$ cat config.mk
export PLATFORM = sky130hd
export DESIGN_NAME = rx_framer_10b8b_decoder
export DESIGN_NICKNAME = d
export VERILOG_FILES = /design/src/hw/rx_framer_pkg.sv /design/src/hw/rx_framer_10b8b_decoder.sv
export VERILOG_INCLUDE_DIRS = /design/src /design/src/hw
export SDC_FILE = /design/constraint.sdc
export NUM_CORES = 1
export LEC_CHECK = 0
export BUFFER_PORTS_ARGS = -buffer_cell sky130_fd_sc_hd__buf_4
export CORE_UTILIZATION = 40
export CTS_CLUSTER_DIAMETER = 150
export DETAILED_ROUTE_END_ITERATION = 7
export GPL_TIMING_DRIVEN = 0
export PLACE_DENSITY = 0.59
export SYNTH_ARGS = -nofsm -noshare
export SYNTH_HDL_FRONTEND = slang
export SYNTH_SLANG_ARGS = --single-unit
$ cat constraint.sdc
create_clock -name pclk -period 12.4 [get_ports pclk]
set_clock_uncertainty 0.05 [all_clocks]
set_input_delay 1.86 -clock pclk [delete_from_list [all_inputs] [get_ports pclk]]
set_output_delay 1.86 -clock pclk [all_outputs]
set_load 0.02 [all_outputs]
$ cat src/hw/rx_framer_defines.svh
`ifndef RX_FRAMER_DEFINES_SVH
`define RX_FRAMER_DEFINES_SVH

// Register byte offsets.
`define CTRL_OFFSET      12'h000
`define STATUS_OFFSET    12'h004
`define BIST_ERR_OFFSET  12'h008

// Control register fields.
`define CTRL_FEN_BIT     0
`define CTRL_FMODE_LSB   1
`define CTRL_FCHAR_LSB   3
`define CTRL_DEC_LSB     5
`define CTRL_RATE_BIT    7
`define CTRL_BIST_BIT    8
`define CTRL_WIDTH       9
`define CTRL_RESET       9'h02B

// Framing patterns, first received bit on the left.
`define COMMA_POS        8'h3E
`define COMMA_NEG        8'hC1
`define K285_NEG_RD      10'h0FA
`define K285_POS_RD      10'h305

// Framer timing in bit periods and characters.
`define CHAR_LAST_BIT    4'h9
`define MULTI_SPAN_BITS  6'h32
`define MULTI_MAX_GAP    (`MULTI_SPAN_BITS - 6'h0A)
`define ALT_RUN_NEEDED   3'h4
`define MAX_STRETCH_BITS 2'h2

// Receive status codes.
`define ST_DATA          3'h0
`define ST_SPECIAL       3'h1
`define ST_FRAMING       3'h2
`define ST_RESYNC        3'h3
`define ST_BIST_LOOP     3'h4
`define ST_BIST_ERR      3'h5
`define ST_INVALID       3'h7

// Self-test sequence start value.
`define BIST_SEED        9'h1FF

`endif

$ cat src/hw/rx_framer_pkg.sv
package rx_framer_pkg;

  // Three-level select as held in the control register.
  typedef enum logic [1:0] {
    LVL_LOW,
    LVL_MID,
    LVL_HIGH
  } level_e;

  // Receive self-test checker state.
  typedef enum logic {
    BIST_IDLE,
    BIST_RUN
  } bist_e;

endpackage

$ cat src/hw/rx_framer_10b8b_decoder.sv
// What this block does
// [RULE1] Shift each recovered bit in per bit clock.
// [RULE2] Search every bit position for framing pattern.
// [RULE3] Middle select matches either eight-bit comma.
// [RULE4] High select matches only full K28.5 character.
// [RULE5] Comma compare spans eight bits, not seven.
// [RULE6] Disabled framer never moves the character boundary.
// [RULE7] Low-latency mode stretches clock from first detection.
// [RULE8] Stretch at most two bits per character cycle.
// [RULE9] Full-rate clock: aligned within nine characters.
// [RULE10] Half-rate clock: aligned within fourteen characters.
// [RULE11] Middle mode: two matches within 50 bits.
// [RULE12] Multi modes move data, never the clock.
// [RULE13] High mode: four consecutive aligned framing characters.
// [RULE14] Decoder on converts characters to data codes.
// [RULE15] Status 000 data, 001 special, others errors. The code reports K28.5 as 010 and a self-test loop as 100.
// [RULE16] Decoder off passes raw ten-bit characters.
// [RULE17] Bypass needs clock source select at middle.
// [RULE18] Decoder middle uses first special code table.
// [RULE19] Decoder high uses alternate special code table.
// [RULE20] Odd parity generated over each output character.
// [RULE21] Compare received characters with self-test pattern.
// [RULE22] Self-test must not use low-latency framer.
// [RULE23] Character, status and parity leave together.
//
// Register access over APB and the placing of the registers are this design's own decisions.
`timescale 1ns/100ps
`default_nettype none
`include "rx_framer_defines.svh"

module rx_framer_10b8b_decoder (
  // Clock and reset
  input  wire logic        pclk,
  input  wire logic        presetn,
  // APB register port
  input  wire logic        psel,
  input  wire logic        penable,
  input  wire logic        pwrite,
  input  wire logic [11:0] paddr,
  input  wire logic [31:0] pwdata,
  output var  logic [31:0] prdata,
  output var  logic        pready,
  output var  logic        pslverr,
  // Recovered serial bits
  input  wire logic        rx_serial_in,
  // Character output register
  output var  logic [9:0]  rx_data,
  output var  logic [2:0]  rx_char_status,
  output var  logic        rx_parity,
  output var  logic        rx_char_valid,
  output var  logic        rx_char_clk
);

  logic        ser_s1_r;
  logic        ser_s2_r;
  logic [19:0] sh_r;
  logic [`CTRL_WIDTH-1:0] ctrl_r;
  logic [3:0]  cnt_r;
  logic [1:0]  ext_r;
  logic [3:0]  pend_r;
  logic [3:0]  off_r;
  logic [3:0]  last_off_r;
  logic        seen_r;
  logic [5:0]  gap_r;
  logic [2:0]  run_r;
  logic        resync_r;
  logic        framed_r;
  logic [8:0]  lfsr_r;
  logic [15:0] bist_err_r;
  rx_framer_pkg::bist_e bist_st_r;
  logic [31:0] prdata_r;
  logic        pready_r;
  logic        pslverr_r;
  logic [9:0]  rx_data_r;
  logic [2:0]  status_r;
  logic        parity_r;
  logic        valid_r;
  logic        cclk_r;

  // Six-bit sub-block decode: {valid, EDCBA}.
  function automatic logic [5:0] dec6(input logic [5:0] c);
    case (c)
      6'h27, 6'h18: dec6 = 6'h20;
      6'h1D, 6'h22: dec6 = 6'h21;
      6'h2D, 6'h12: dec6 = 6'h22;
      6'h31:        dec6 = 6'h23;
      6'h35, 6'h0A: dec6 = 6'h24;
      6'h29:        dec6 = 6'h25;
      6'h19:        dec6 = 6'h26;
      6'h38, 6'h07: dec6 = 6'h27;
      6'h39, 6'h06: dec6 = 6'h28;
      6'h25:        dec6 = 6'h29;
      6'h15:        dec6 = 6'h2A;
      6'h34:        dec6 = 6'h2B;
      6'h0D:        dec6 = 6'h2C;
      6'h2C:        dec6 = 6'h2D;
      6'h1C:        dec6 = 6'h2E;
      6'h17, 6'h28: dec6 = 6'h2F;
      6'h1B, 6'h24: dec6 = 6'h30;
      6'h23:        dec6 = 6'h31;
      6'h13:        dec6 = 6'h32;
      6'h32:        dec6 = 6'h33;
      6'h0B:        dec6 = 6'h34;
      6'h2A:        dec6 = 6'h35;
      6'h1A:        dec6 = 6'h36;
      6'h3A, 6'h05: dec6 = 6'h37;
      6'h33, 6'h0C: dec6 = 6'h38;
      6'h26:        dec6 = 6'h39;
      6'h16:        dec6 = 6'h3A;
      6'h36, 6'h09: dec6 = 6'h3B;
      6'h0E:        dec6 = 6'h3C;
      6'h0F, 6'h30: dec6 = 6'h3C;
      6'h2E, 6'h11: dec6 = 6'h3D;
      6'h1E, 6'h21: dec6 = 6'h3E;
      6'h2B, 6'h14: dec6 = 6'h3F;
      default:      dec6 = 6'h00;
    endcase
  endfunction

  // Four-bit sub-block decode: {valid, HGF}.
  function automatic logic [3:0] dec4(input logic [3:0] c);
    case (c)
      4'hB, 4'h4: dec4 = 4'h8;
      4'h9:       dec4 = 4'h9;
      4'h5:       dec4 = 4'hA;
      4'hC, 4'h3: dec4 = 4'hB;
      4'hD, 4'h2: dec4 = 4'hC;
      4'hA:       dec4 = 4'hD;
      4'h6:       dec4 = 4'hE;
      4'hE, 4'h1: dec4 = 4'hF;
      4'h7, 4'h8: dec4 = 4'hF;
      default:    dec4 = 4'h0;
    endcase
  endfunction

  // Control fields.
  wire       fen_w   = ctrl_r[`CTRL_FEN_BIT];
  wire [1:0] fmode_w = ctrl_r[`CTRL_FMODE_LSB +: 2];
  wire [1:0] fchar_w = ctrl_r[`CTRL_FCHAR_LSB +: 2];
  wire [1:0] dec_w   = ctrl_r[`CTRL_DEC_LSB +: 2];
  wire       rate_w  = ctrl_r[`CTRL_RATE_BIT];
  wire       bist_w  = ctrl_r[`CTRL_BIST_BIT];
  wire       ll_w    = (fmode_w == rx_framer_pkg::LVL_LOW);

  // Pattern compare on the newest ten bits.
  wire comma_w = (sh_r[9:2] == `COMMA_POS) ||
                 (sh_r[9:2] == `COMMA_NEG);                    // [RULE5]
  wire k285_w  = (sh_r[9:0] == `K285_NEG_RD) ||
                 (sh_r[9:0] == `K285_POS_RD);
  wire pat_w   = (fchar_w == rx_framer_pkg::LVL_MID)  ? comma_w : // [RULE3]
                 (fchar_w == rx_framer_pkg::LVL_HIGH) ? k285_w  : // [RULE4]
                 1'b0;
  wire busy_w  = (pend_r != 4'h0) || (ext_r != 2'h0);
  wire match_w = fen_w && pat_w && !busy_w;                    // [RULE2] [RULE6]

  // Boundary timing and alignment arithmetic.
  wire       bnd_w     = (cnt_r == (`CHAR_LAST_BIT + {2'h0, ext_r}));
  wire [3:0] cnt_nxt   = bnd_w ? 4'h0 : cnt_r + 4'h1;
  wire [3:0] det_off_w = `CHAR_LAST_BIT - cnt_r;
  wire [3:0] det_sh_w  = (cnt_r == `CHAR_LAST_BIT) ? 4'h0 : cnt_r + 4'h1;
  wire [1:0] ext_nxt   = (pend_r > {2'h0, `MAX_STRETCH_BITS}) ?
                         `MAX_STRETCH_BITS : pend_r[1:0];      // [RULE8]
  wire       same_w    = seen_r && (det_off_w == last_off_r);
  wire [2:0] run_nxt   = (same_w && gap_r == 6'h09) ?
                         ((run_r == 3'h7) ? run_r : run_r + 3'h1) : 3'h1;
  wire adopt_mid_w = match_w && (fmode_w == rx_framer_pkg::LVL_MID) &&
                     same_w && (gap_r < `MULTI_MAX_GAP);       // [RULE11]
  wire adopt_alt_w = match_w && (fmode_w == rx_framer_pkg::LVL_HIGH) &&
                     (run_nxt >= `ALT_RUN_NEEDED);             // [RULE13]
  wire adopt_w     = adopt_mid_w || adopt_alt_w;

  // Framed character and decode.
  wire [9:0] char_w  = sh_r[off_r +: 10];
  wire [5:0] d6_w    = dec6(char_w[9:4]);
  // A K28 of positive disparity carries its last four bits inverted.
  wire [3:0] fghj_w  = (char_w[9:4] == 6'h30) ? ~char_w[3:0] : char_w[3:0];
  wire [3:0] d4_w    = dec4(fghj_w);
  wire [7:0] byte_w  = {d4_w[2:0], d6_w[4:0]};                 // [RULE14]
  wire       k28_w   = (char_w[9:4] == 6'h0F) || (char_w[9:4] == 6'h30);
  wire       a7_w    = (char_w[3:0] == 4'h7) || (char_w[3:0] == 4'h8);
  wire       kx7_w   = a7_w && ((d6_w[4:0] == 5'h17) ||
                       (d6_w[4:0] == 5'h1B) || (d6_w[4:0] == 5'h1D) ||
                       (d6_w[4:0] == 5'h1E));
  wire       spec_w  = k28_w || kx7_w;
  wire       inv_w   = !d6_w[5] || !d4_w[3];
  wire       frm_w   = (char_w == `K285_NEG_RD) || (char_w == `K285_POS_RD);
  wire [7:0] alt_w   = {byte_w[4:0], byte_w[7:5]};
  wire [7:0] code_w  = (spec_w && dec_w == rx_framer_pkg::LVL_HIGH) ?
                       alt_w : byte_w;                         // [RULE18] [RULE19]
  wire       bypass_w = (dec_w == rx_framer_pkg::LVL_LOW);
  wire [9:0] out_w   = bypass_w ? char_w : {2'h0, code_w};     // [RULE16]
  wire [2:0] dst_w   = resync_r ? `ST_RESYNC :
                       bypass_w ? `ST_DATA :
                       inv_w    ? `ST_INVALID :
                       frm_w    ? `ST_FRAMING :
                       spec_w   ? `ST_SPECIAL : `ST_DATA;      // [RULE15]

  // Self-test checker.
  wire [8:0] lfsr_nxt  = {lfsr_r[7:0], lfsr_r[8] ^ lfsr_r[4]};
  wire       d00_w     = !spec_w && !inv_w && (byte_w == 8'h00);
  wire       bmiss_w   = (byte_w != lfsr_r[7:0]) || spec_w;
  wire       bloop_w   = (lfsr_nxt == `BIST_SEED);
  wire       brun_w    = (bist_st_r == rx_framer_pkg::BIST_RUN);
  wire [2:0] bst_w     = !brun_w ? `ST_DATA :
                         bloop_w ? `ST_BIST_LOOP :
                         bmiss_w ? `ST_BIST_ERR : `ST_DATA;    // [RULE21]
  wire [2:0] st_out_w  = bist_w ? bst_w : dst_w;

  // APB decode.
  wire sel_ctrl_w = (paddr == `CTRL_OFFSET);
  wire sel_stat_w = (paddr == `STATUS_OFFSET);
  wire sel_berr_w = (paddr == `BIST_ERR_OFFSET);
  wire mapped_w   = sel_ctrl_w || sel_stat_w || sel_berr_w;
  wire setup_w    = psel && !penable;
  wire wr_w       = psel && penable && pwrite && pready_r;
  wire [31:0] rd_w = sel_ctrl_w ? {23'h0, ctrl_r} :
                     sel_stat_w ? {25'h0, brun_w, busy_w, framed_r, off_r}
                                : sel_berr_w ? {16'h0, bist_err_r} : 32'h0;

  always_ff @(posedge pclk or negedge presetn) begin
    if (!presetn) begin
      ser_s1_r <= 1'b0;
      ser_s2_r <= 1'b0;
      sh_r     <= 20'h00000;
    end else begin
      ser_s1_r <= rx_serial_in;
      ser_s2_r <= ser_s1_r;
      sh_r     <= {sh_r[18:0], ser_s2_r};                      // [RULE1]
    end
  end

  always_ff @(posedge pclk or negedge presetn) begin
    if (!presetn) begin
      ctrl_r    <= `CTRL_RESET;
      prdata_r  <= 32'h00000000;
      pready_r  <= 1'b0;
      pslverr_r <= 1'b0;
    end else begin
      pready_r  <= setup_w;
      pslverr_r <= setup_w && !mapped_w;
      if (setup_w) begin
        prdata_r <= rd_w;
      end
      if (wr_w && sel_ctrl_w) begin
        ctrl_r <= pwdata[`CTRL_WIDTH-1:0];
      end
    end
  end

  // Character clock, low-latency stretching and data offset.
  always_ff @(posedge pclk or negedge presetn) begin
    if (!presetn) begin
      cnt_r    <= 4'h0;
      ext_r    <= 2'h0;
      pend_r   <= 4'h0;
      off_r    <= 4'h0;
      resync_r <= 1'b0;
      framed_r <= 1'b0;
    end else begin
      cnt_r <= cnt_nxt;
      if (bnd_w) begin
        ext_r    <= ext_nxt;                                   // [RULE8]
        pend_r   <= pend_r - {2'h0, ext_nxt};
        resync_r <= 1'b0;
      end else if (match_w && ll_w) begin
        pend_r <= det_sh_w;                                    // [RULE7]
        off_r  <= 4'h0;
      end
      if (match_w && !ll_w && adopt_w) begin
        off_r    <= det_off_w;                                 // [RULE12]
        resync_r <= (det_off_w != off_r);
        framed_r <= 1'b1;
      end else if (match_w && ll_w) begin
        framed_r <= 1'b1;
      end
    end
  end

  // Multi-character framer history.
  always_ff @(posedge pclk or negedge presetn) begin
    if (!presetn) begin
      last_off_r <= 4'h0;
      seen_r     <= 1'b0;
      gap_r      <= 6'h3F;
      run_r      <= 3'h0;
    end else if (match_w) begin
      last_off_r <= det_off_w;
      seen_r     <= 1'b1;
      gap_r      <= 6'h00;
      run_r      <= run_nxt;                                   // [RULE13]
    end else begin
      gap_r <= (gap_r == 6'h3F) ? gap_r : gap_r + 6'h01;
    end
  end

  // Output register: one character with status and parity.
  always_ff @(posedge pclk or negedge presetn) begin
    if (!presetn) begin
      rx_data_r <= 10'h000;
      status_r  <= `ST_DATA;
      parity_r  <= 1'b1;
      valid_r   <= 1'b0;
      cclk_r    <= 1'b1;
    end else begin
      valid_r <= bnd_w;
      if (bnd_w) begin
        rx_data_r <= out_w;                                    // [RULE23]
        status_r  <= st_out_w;
        parity_r  <= ~^out_w;                                  // [RULE20]
      end
      if (rate_w) begin
        cclk_r <= bnd_w ? ~cclk_r : cclk_r;                    // [RULE10]
      end else begin
        cclk_r <= (cnt_nxt < 4'h5);                            // [RULE9]
      end
    end
  end

  // Self-test pattern tracking.
  always_ff @(posedge pclk or negedge presetn) begin
    if (!presetn) begin
      lfsr_r     <= `BIST_SEED;
      bist_st_r  <= rx_framer_pkg::BIST_IDLE;
      bist_err_r <= 16'h0000;
    end else if (!bist_w) begin
      lfsr_r    <= `BIST_SEED;
      bist_st_r <= rx_framer_pkg::BIST_IDLE;
    end else if (bnd_w) begin
      case (bist_st_r)
        rx_framer_pkg::BIST_IDLE: begin
          if (d00_w) begin
            bist_st_r <= rx_framer_pkg::BIST_RUN;
            lfsr_r    <= lfsr_nxt;
          end
        end
        rx_framer_pkg::BIST_RUN: begin
          lfsr_r <= lfsr_nxt;
          if (bmiss_w && bist_err_r != 16'hFFFF) begin
            bist_err_r <= bist_err_r + 16'h0001;               // [RULE21]
          end
          if (bloop_w) begin
            bist_st_r <= rx_framer_pkg::BIST_IDLE;
          end
        end
        default: bist_st_r <= rx_framer_pkg::BIST_IDLE;
      endcase
    end
  end

  assign prdata         = prdata_r;
  assign pready         = pready_r;
  assign pslverr        = pslverr_r;
  assign rx_data        = rx_data_r;
  assign rx_char_status = status_r;
  assign rx_parity      = parity_r;
  assign rx_char_valid  = valid_r;
  assign rx_char_clk    = cclk_r;

  // Checking helpers: cycles between output characters.
  logic [4:0] len_r;
  logic       started_r;
  always_ff @(posedge pclk or negedge presetn) begin
    if (!presetn) begin
      len_r     <= 5'h00;
      started_r <= 1'b0;
    end else begin
      len_r     <= valid_r ? 5'h01 : len_r + 5'h01;
      started_r <= started_r || valid_r;
    end
  end
endmodule // rx_framer_10b8b_decoder
`default_nettype wire

==> results of run 1 <==
area by class of cell:
type                       instances  share of cell area [%]
multi-input combinational        642                   48.23
sequential                       121                   32.14
timing repair buffer              61                   5.069
clock buffer                      18                   4.621
buffer                            59                   3.726
tap                              265                   3.489
clock inverter                    14                   1.580
inverter                          29                   1.145
logic make-up after synthesis:
family	Yosys count
DFF	121
adders and majority gates	21
other	2
and+or+nand+nor	290
AOI/OAI and AO/OA	193
xor gates and xnor gates	51
muxes	70
buffers and inverters	88
final timing paths:
check                           slack [ns]  startpoint        endpoint  cells after the start
min in group asynchronous             1.25     presetn  bist_err_r[10]                      1
worst max-delay path                  5.72    off_r[1]  bist_err_r[11]                     24
max in group asynchronous            10.28     presetn        gap_r[0]                      2
worst min-delay path                  0.30    ser_s1_r        ser_s2_r                      0
worst max register to register        5.72    off_r[1]  bist_err_r[11]                     24
worst min register to register        0.30    ser_s1_r        ser_s2_r                      0
flip-flops by register name, summed over array words and instances, names as in the netlist, 2 cells and up:
name,flops
ctrl_r,9
prdata,16
rx_data,10
off_r,4
pend_r,4
last_off_r,4
run_r,3
sh_r,20
rx_char_status,3
ext_r,2
gap_r,6
cnt_r,4
lfsr_r,9
bist_err_r,16
critical path: stages (launching register included):
cell and delay (ns):
dfrtp_1 0.40, buf_2 0.26, buf_2 0.31, mux4_2 0.36, nand3_1 0.10, and4_1 0.21, clkbuf_1 0.41, ha_1 0.30
inv_1 0.10, nor4_2 0.52, nand2_1 0.34, xnor2_1 0.41, ha_1 0.30, and3_1 0.15, a211oi_1 0.57, xnor2_1 0.19
nor3_1 0.06, nand4_1 0.11, nor4_2 0.07, a21oi_2 0.24, o311ai_2 0.24, or3_1 0.40, clkbuf_1 0.18, nor2_1 0.15
xor2_1 0.17
routing by layer:
layer	track usage (%)	routed length, um
met4	6.663	366
met3	4.499	966
met5	0	0
met1	29.94	9812
met2	31.91	9376
power by group through the flow:
| stage | Combinational, W | Sequential (W) | Clock [W] |
|---|---|---|---|
| after floorplan | 0.000198 | 0.000489 | 0 |
| after global placement | 0.000321 | 0.000470 | 0 |
| after detailed placement | 0.000324 | 0.000471 | 0 |
| after CTS | 0.000325 | 0.000464 | 0.000510 |
| after global routing | 0.000359 | 0.000470 | 0.000527 |
| final | 0.000323 | 0.000465 | 0.000502 |
synthesized netlist by cell type, types with 12 or more instances:
cell | number | area [sq um]
clkbuf_1 | 24 | 90.09
nand2_1 | 105 | 394.1
ha_1 | 21 | 262.8
buf_4 | 18 | 135.1
xor2_1 | 15 | 131.4
nor2_1 | 61 | 229.0
xnor2_1 | 34 | 297.8
o21ai_0 | 48 | 240.2
inv_1 | 26 | 97.59
nand3_1 | 33 | 165.2
nand4_1 | 12 | 75.07
a21oi_1 | 30 | 150.1
dfrtp_1 | 100 | 2502
mux2i_1 | 27 | 270.3
mux4_2 | 19 | 427.9
nor3_1 | 17 | 85.08
mux2_2 | 17 | 191.4
dfstp_2 | 21 | 551.8
through the flow:
step / hold slack [ns] / instances / total power (W)
after CTS: 0.3034 / 1209 / 0.001299
after global placement: 0.2856 / 1176 / 0.0007912
after floorplan: 0.2812 / 851 / 0.0006875
after detailed placement: 0.2895 / 1177 / 0.0007948
final: 0.3015 / 1209 / 0.001290
after global routing: 0.3302 / 1209 / 0.001356
==> results_dict.tcl, run 1 <==
set metrics [dict create \
    cts_tree "yes" \
    antenna_left 0 \
    cp-start-kind "register" \
    power_switching_w 0.0004318 \
    avgRoutedWirePerCell_um 16.97 \
    synth_xor_area_share_pct 5.895 \
    cts_resized 0 \
    dieArea_sq_um 20680 \
    track_usage_pct 21.10 \
    ys_seq_elements 121 \
    die_h_um 143.8 \
    drc 0 \
    clkSinkCount 121 \
    synthArstFlopShare_pct 100.0 \
    internal_power_w 0.0008577 \
    synth-edff-count 0 \
    p_clk_share_pct 38.9 \
    cap_violations 0 \
    synthMuxAreaShare_pct 12.04 \
    layout.cell_area.non_filler_sq_um 9503 \
    crit_type "register to register" \
    combPwrFrac_pct 25.1 \
    yosys.cell_types.count 88 \
    worst_slack_ns 5.717 \
    fin_nets 1002 \
    grt_pass1_vias 6350 \
    postCtsSetupBuffers 0 \
    routed_wl_um 20520 \
    path_clk_slew_ns 0.07 \
    viasPerCell 5.632 \
    fin_setup_tns_ns 0 \
    p_per_area_nw_per_um2 135.7 \
    core_area_sq_um 19590 \
    clock_tree.buffer_depth 2 \
    fin_crit_ns 6.683 \
    cp_max_fo 10 \
    initial_core_util_pct 41.06 \
    crit_required_ns 12.70 \
    avgSynthCellArea_sq_um 9.622 \
    antenna_found_initial 0 \
    synthesis.area_sq_um 8044 \
    yosys.area_share.simple_pct 17.25 \
    slew_violations 0 \
    ir_drop_v 0.0001141 \
    clock_latency_ns 0.43 \
    io_buffers 60 \
    leakage_nw 4.096 \
    syn_to_final_growth_pct 18.14 \
    status "finished clean" \
    io_pins 100 \
    hold_viol 0 \
    die_w_um 143.8 \
    grt_pass1_wl_um 33620 \
    layout_commonest_cell "nand2_1" \
    n_fill_cell 1899 \
    drive_gt1_share_pct 22.46 \
    overflow 0 \
    end_kind "register" \
    synthCells 836 \
    synth_top_family_by_area "compound AO/OA/AOI/OAI gates" \
    place_ws_ns 5.822 \
    max_freq_mhz 149.6 \
    pwr-share-seq_pct 36.0 \
    final_util_pct 48.51 \
    num_rows 51 \
    cts_max_level 4 \
    setup_viol_count_final 0 \
    cts-root-buf "clkbuf_16" \
    first_pass_iters 5 \
    cts_hold_buf 0 \
    ys_warn_count 0 \
    vias 6809 \
    fin_crit_sh_pct 53.90 \
    cts_inserted_buffers 17 \
    ys.flop_type "dfrtp_1" \
    drtIter0Drc 537 \
    seq_area_frac_synth_pct 37.97 \
    dpl_cell_area_sq_um 8914 \
    critPathArrivalTime_ns 6.98 \
    hpwl_um 14920 \
    synth-adder-area-share_pct 3.266 \
    maxSlewHeadroom_pct 11.98 \
    swShare_pct 33.49 \
    register_area_sq_um 3054 \
    most-common-layout-cells "nand2_1, dfrtp_1, buf_4, nor2_1, o21ai_0" \
    grt_max_degree 90 \
    synth_compound_area_share_pct 17.73 \
    gp_congestion 0.9180 \
    holdCritPathClass "register to register" \
    rsz0062_at_grt "false" \
    diodes 0 \
    tightestPinTransition_ns 1.308 \
    multi_input_area_sq_um 4583 \
]
(Power assumes the default switching activity.)
==> inputs of run 2 (changes only) <==
- ABC_AREA: default -> 1
- clock period: 12.4 -> 6.5 ns (I/O delays scaled with it)
==> results_dict.tcl, run 2 <==
set metrics [dict create \
    layout_commonest_cell "nand2_1" \
    cts_hold_buf 0 \
    fin_setup_tns_ns 0 \
    initial_core_util_pct 41.08 \
    regMostFlops "sh_r" \
    internal_power_w 0.001553 \
    cp_max_fo 10 \
    tightestPinTransition_ns 0.6598 \
    avgRoutedWirePerCell_um 14.61 \
    antenna_found_initial 0 \
    rsz0062_at_grt "false" \
    die_w_um 144.1 \
    syn_to_final_growth_pct 17.56 \
    cts-root-buf "clkbuf_16" \
    io_pins 100 \
    synthCells 1102 \
    postCtsSetupBuffers 0 \
    first_pass_iters 5 \
    yosysTopAreaCellShare_pct 30.99 \
    drc 0 \
    grt_pass1_vias 7205 \
    end_kind "register" \
    cts_max_level 4 \
    hold_viol 0 \
    p_clk_share_pct 37.3 \
    crit_required_ns 6.76 \
    grt_max_degree 89 \
    path_clk_slew_ns 0.06 \
    avgSynthCellArea_sq_um 7.327 \
    netlist_top_cells_area "dfrtp_1, nand2_1, nand3_1" \
    track_usage_pct 22.62 \
    grt_pass1_wl_um 36020 \
    vias 7490 \
    max_freq_mhz 216.1 \
    cts_resized 0 \
    yosysMostFrequentCell "nand2_1" \
    dieArea_sq_um 20760 \
    setup_viol_count_final 0 \
    synth_largest_area_cell "dfrtp_1" \
    clock_tree.buffer_depth 2 \
    cts_inserted_buffers 17 \
    cts_tree "yes" \
    synthArstFlopShare_pct 100.0 \
    drive_gt1_share_pct 17.60 \
    diodes 0 \
    critPathSlowestCell "dfrtp_1" \
    combPwrFrac_pct 25.9 \
    holdCritPathClass "register to register" \
    fin_crit_sh_pct 71.19 \
    slew_violations 0 \
    seq_area_frac_synth_pct 37.83 \
    synthesis.area_sq_um 8074 \
    power_switching_w 0.0008171 \
    swShare_pct 34.48 \
    overflow 0 \
    cp-start-kind "register" \
    cap_violations 0 \
    worst_slack_ns 1.872 \
    largest_reg_flops 20 \
    critPathArrivalTime_ns 4.89 \
    clkSinkCount 121 \
    leakage_nw 4.640 \
    hpwl_um 16270 \
    drtIter0Drc 495 \
    gp_congestion 0.9092 \
    crit_type "register to register" \
    ys_warn_count 0 \
    crit_top_cell "nand2_1" \
    synth-edff-count 0 \
    p_per_area_nw_per_um2 249.7 \
    yosys.cell_types.count 58 \
    status "finished clean" \
    most-common-layout-cells "nand2_1, nand3_1, inv_1, dfrtp_1, buf_4" \
    ir_drop_v 0.0001847 \
    cp_slowest_stage_delay_ns 0.48 \
    die_h_um 144.1 \
    fin_nets 1268 \
    routed_wl_um 21540 \
    place_ws_ns 1.918 \
    synth_top_cells_by_count "nand2_1, nand3_1, inv_1, dfrtp_1" \
    ys_seq_elements 121 \
    antenna_left 0 \
    io_buffers 60 \
    core_area_sq_um 19650 \
    ys.flop_type "dfrtp_1" \
    maxSlewHeadroom_pct 55.55 \
    fin_crit_ns 4.628 \
    viasPerCell 5.078 \
    num_rows 51 \
    pwr-share-seq_pct 36.7 \
    clock_latency_ns 0.43 \
]
run 2: final cells by class:
type / count / area (sq um)
fillers: 2023 / 10160
repair buffers: 61 / 481.7
clock inverters: 12 / 91.34
well taps: 265 / 331.6
flip-flops and latches: 121 / 3054
plain buffers: 45 / 301.5
clock buffers: 20 / 456.7
multi-input cells: 822 / 4289
inverters: 129 / 485.5
run 2: critical path: cells and delay by family, from the launching register on:
family | cells | cell delay, ns
AO/OA/AOI/OAI | 1 | 0.15
XOR/XNOR | 1 | 0.14
adder cells (fa/ha/maj) | 2 | 0.48
buffers and inverters | 6 | 0.97
flip-flops | 1 | 0.48
AND/OR/NAND/NOR | 18 | 2.23
run 2: routing by layer:
metal / GRT usage, % / vias to the layer above / share of wire [%] / wire, um
li1: - / 3783 / - / -
met1: 29.75 / 3479 / 48 / 10240
met2: 36.77 / 192 / 47 / 10030
met3: 4.603 / 36 / 4.1 / 894
met4: 7.951 / 0 / 1.8 / 385
met5: 0 / - / 0 / 0
run 2: final timing paths:
check                               from              to  depth (start not counted)  slack [ns]
worst max-delay path            off_r[1]   bist_err_r[6]                         28        1.87
worst min-delay path            ser_s1_r        ser_s2_r                          0        0.30
worst max register to register  off_r[1]   bist_err_r[6]                         28        1.87
worst min register to register  ser_s1_r        ser_s2_r                          0        0.30
max in group asynchronous        presetn        gap_r[1]                          2        5.24
min in group asynchronous        presetn  bist_err_r[10]                          1        0.38
run 2: through the flow:
step	instance area [sq um]	total power, W	hold WS (ns)	util, %	cells
2_1_floorplan	8130	0.001295	0.2812	-	1117
3_3_place_gp	8912	0.001495	0.2818	45.35	1442
3_5_place_dp	8944	0.001500	0.2847	45.51	1443
4_1_cts	9492	0.002392	0.2988	48.29	1475
5_1_grt	9492	0.002510	0.3028	48.29	1475
6_report	9492	0.002370	0.2960	48.29	1475
run 2: power by group through the flow:
stage                     Combinational, W  Sequential, W  Clock [W]
after global routing              0.000693       0.000880   0.000937
after detailed placement          0.000616       0.000884          0
after global placement            0.000612       0.000883          0
after CTS                         0.000619       0.000872   0.000901
final                             0.000615       0.000871   0.000884
after floorplan                   0.000379       0.000916          0
run 2: cells by family (layout without fill, tap and decap cells):
| family | count (synthesis) | in the layout | synth area share [%] |
|---|---|---|---|
| AOI/OAI and AO/OA | 154 | 154 | 11.44 |
| xor gates and xnor gates | 36 | 36 | 4.277 |
| adders and majority gates | 21 | 21 | 3.254 |
| buffers and inverters | 174 | 267 | 9.747 |
| DFF | 121 | 121 | 37.83 |
| muxes | 1 | 1 | 0.1395 |
| other | 2 | 17 | 0.09301 |
| and+or+nand+nor | 593 | 593 | 33.22 |
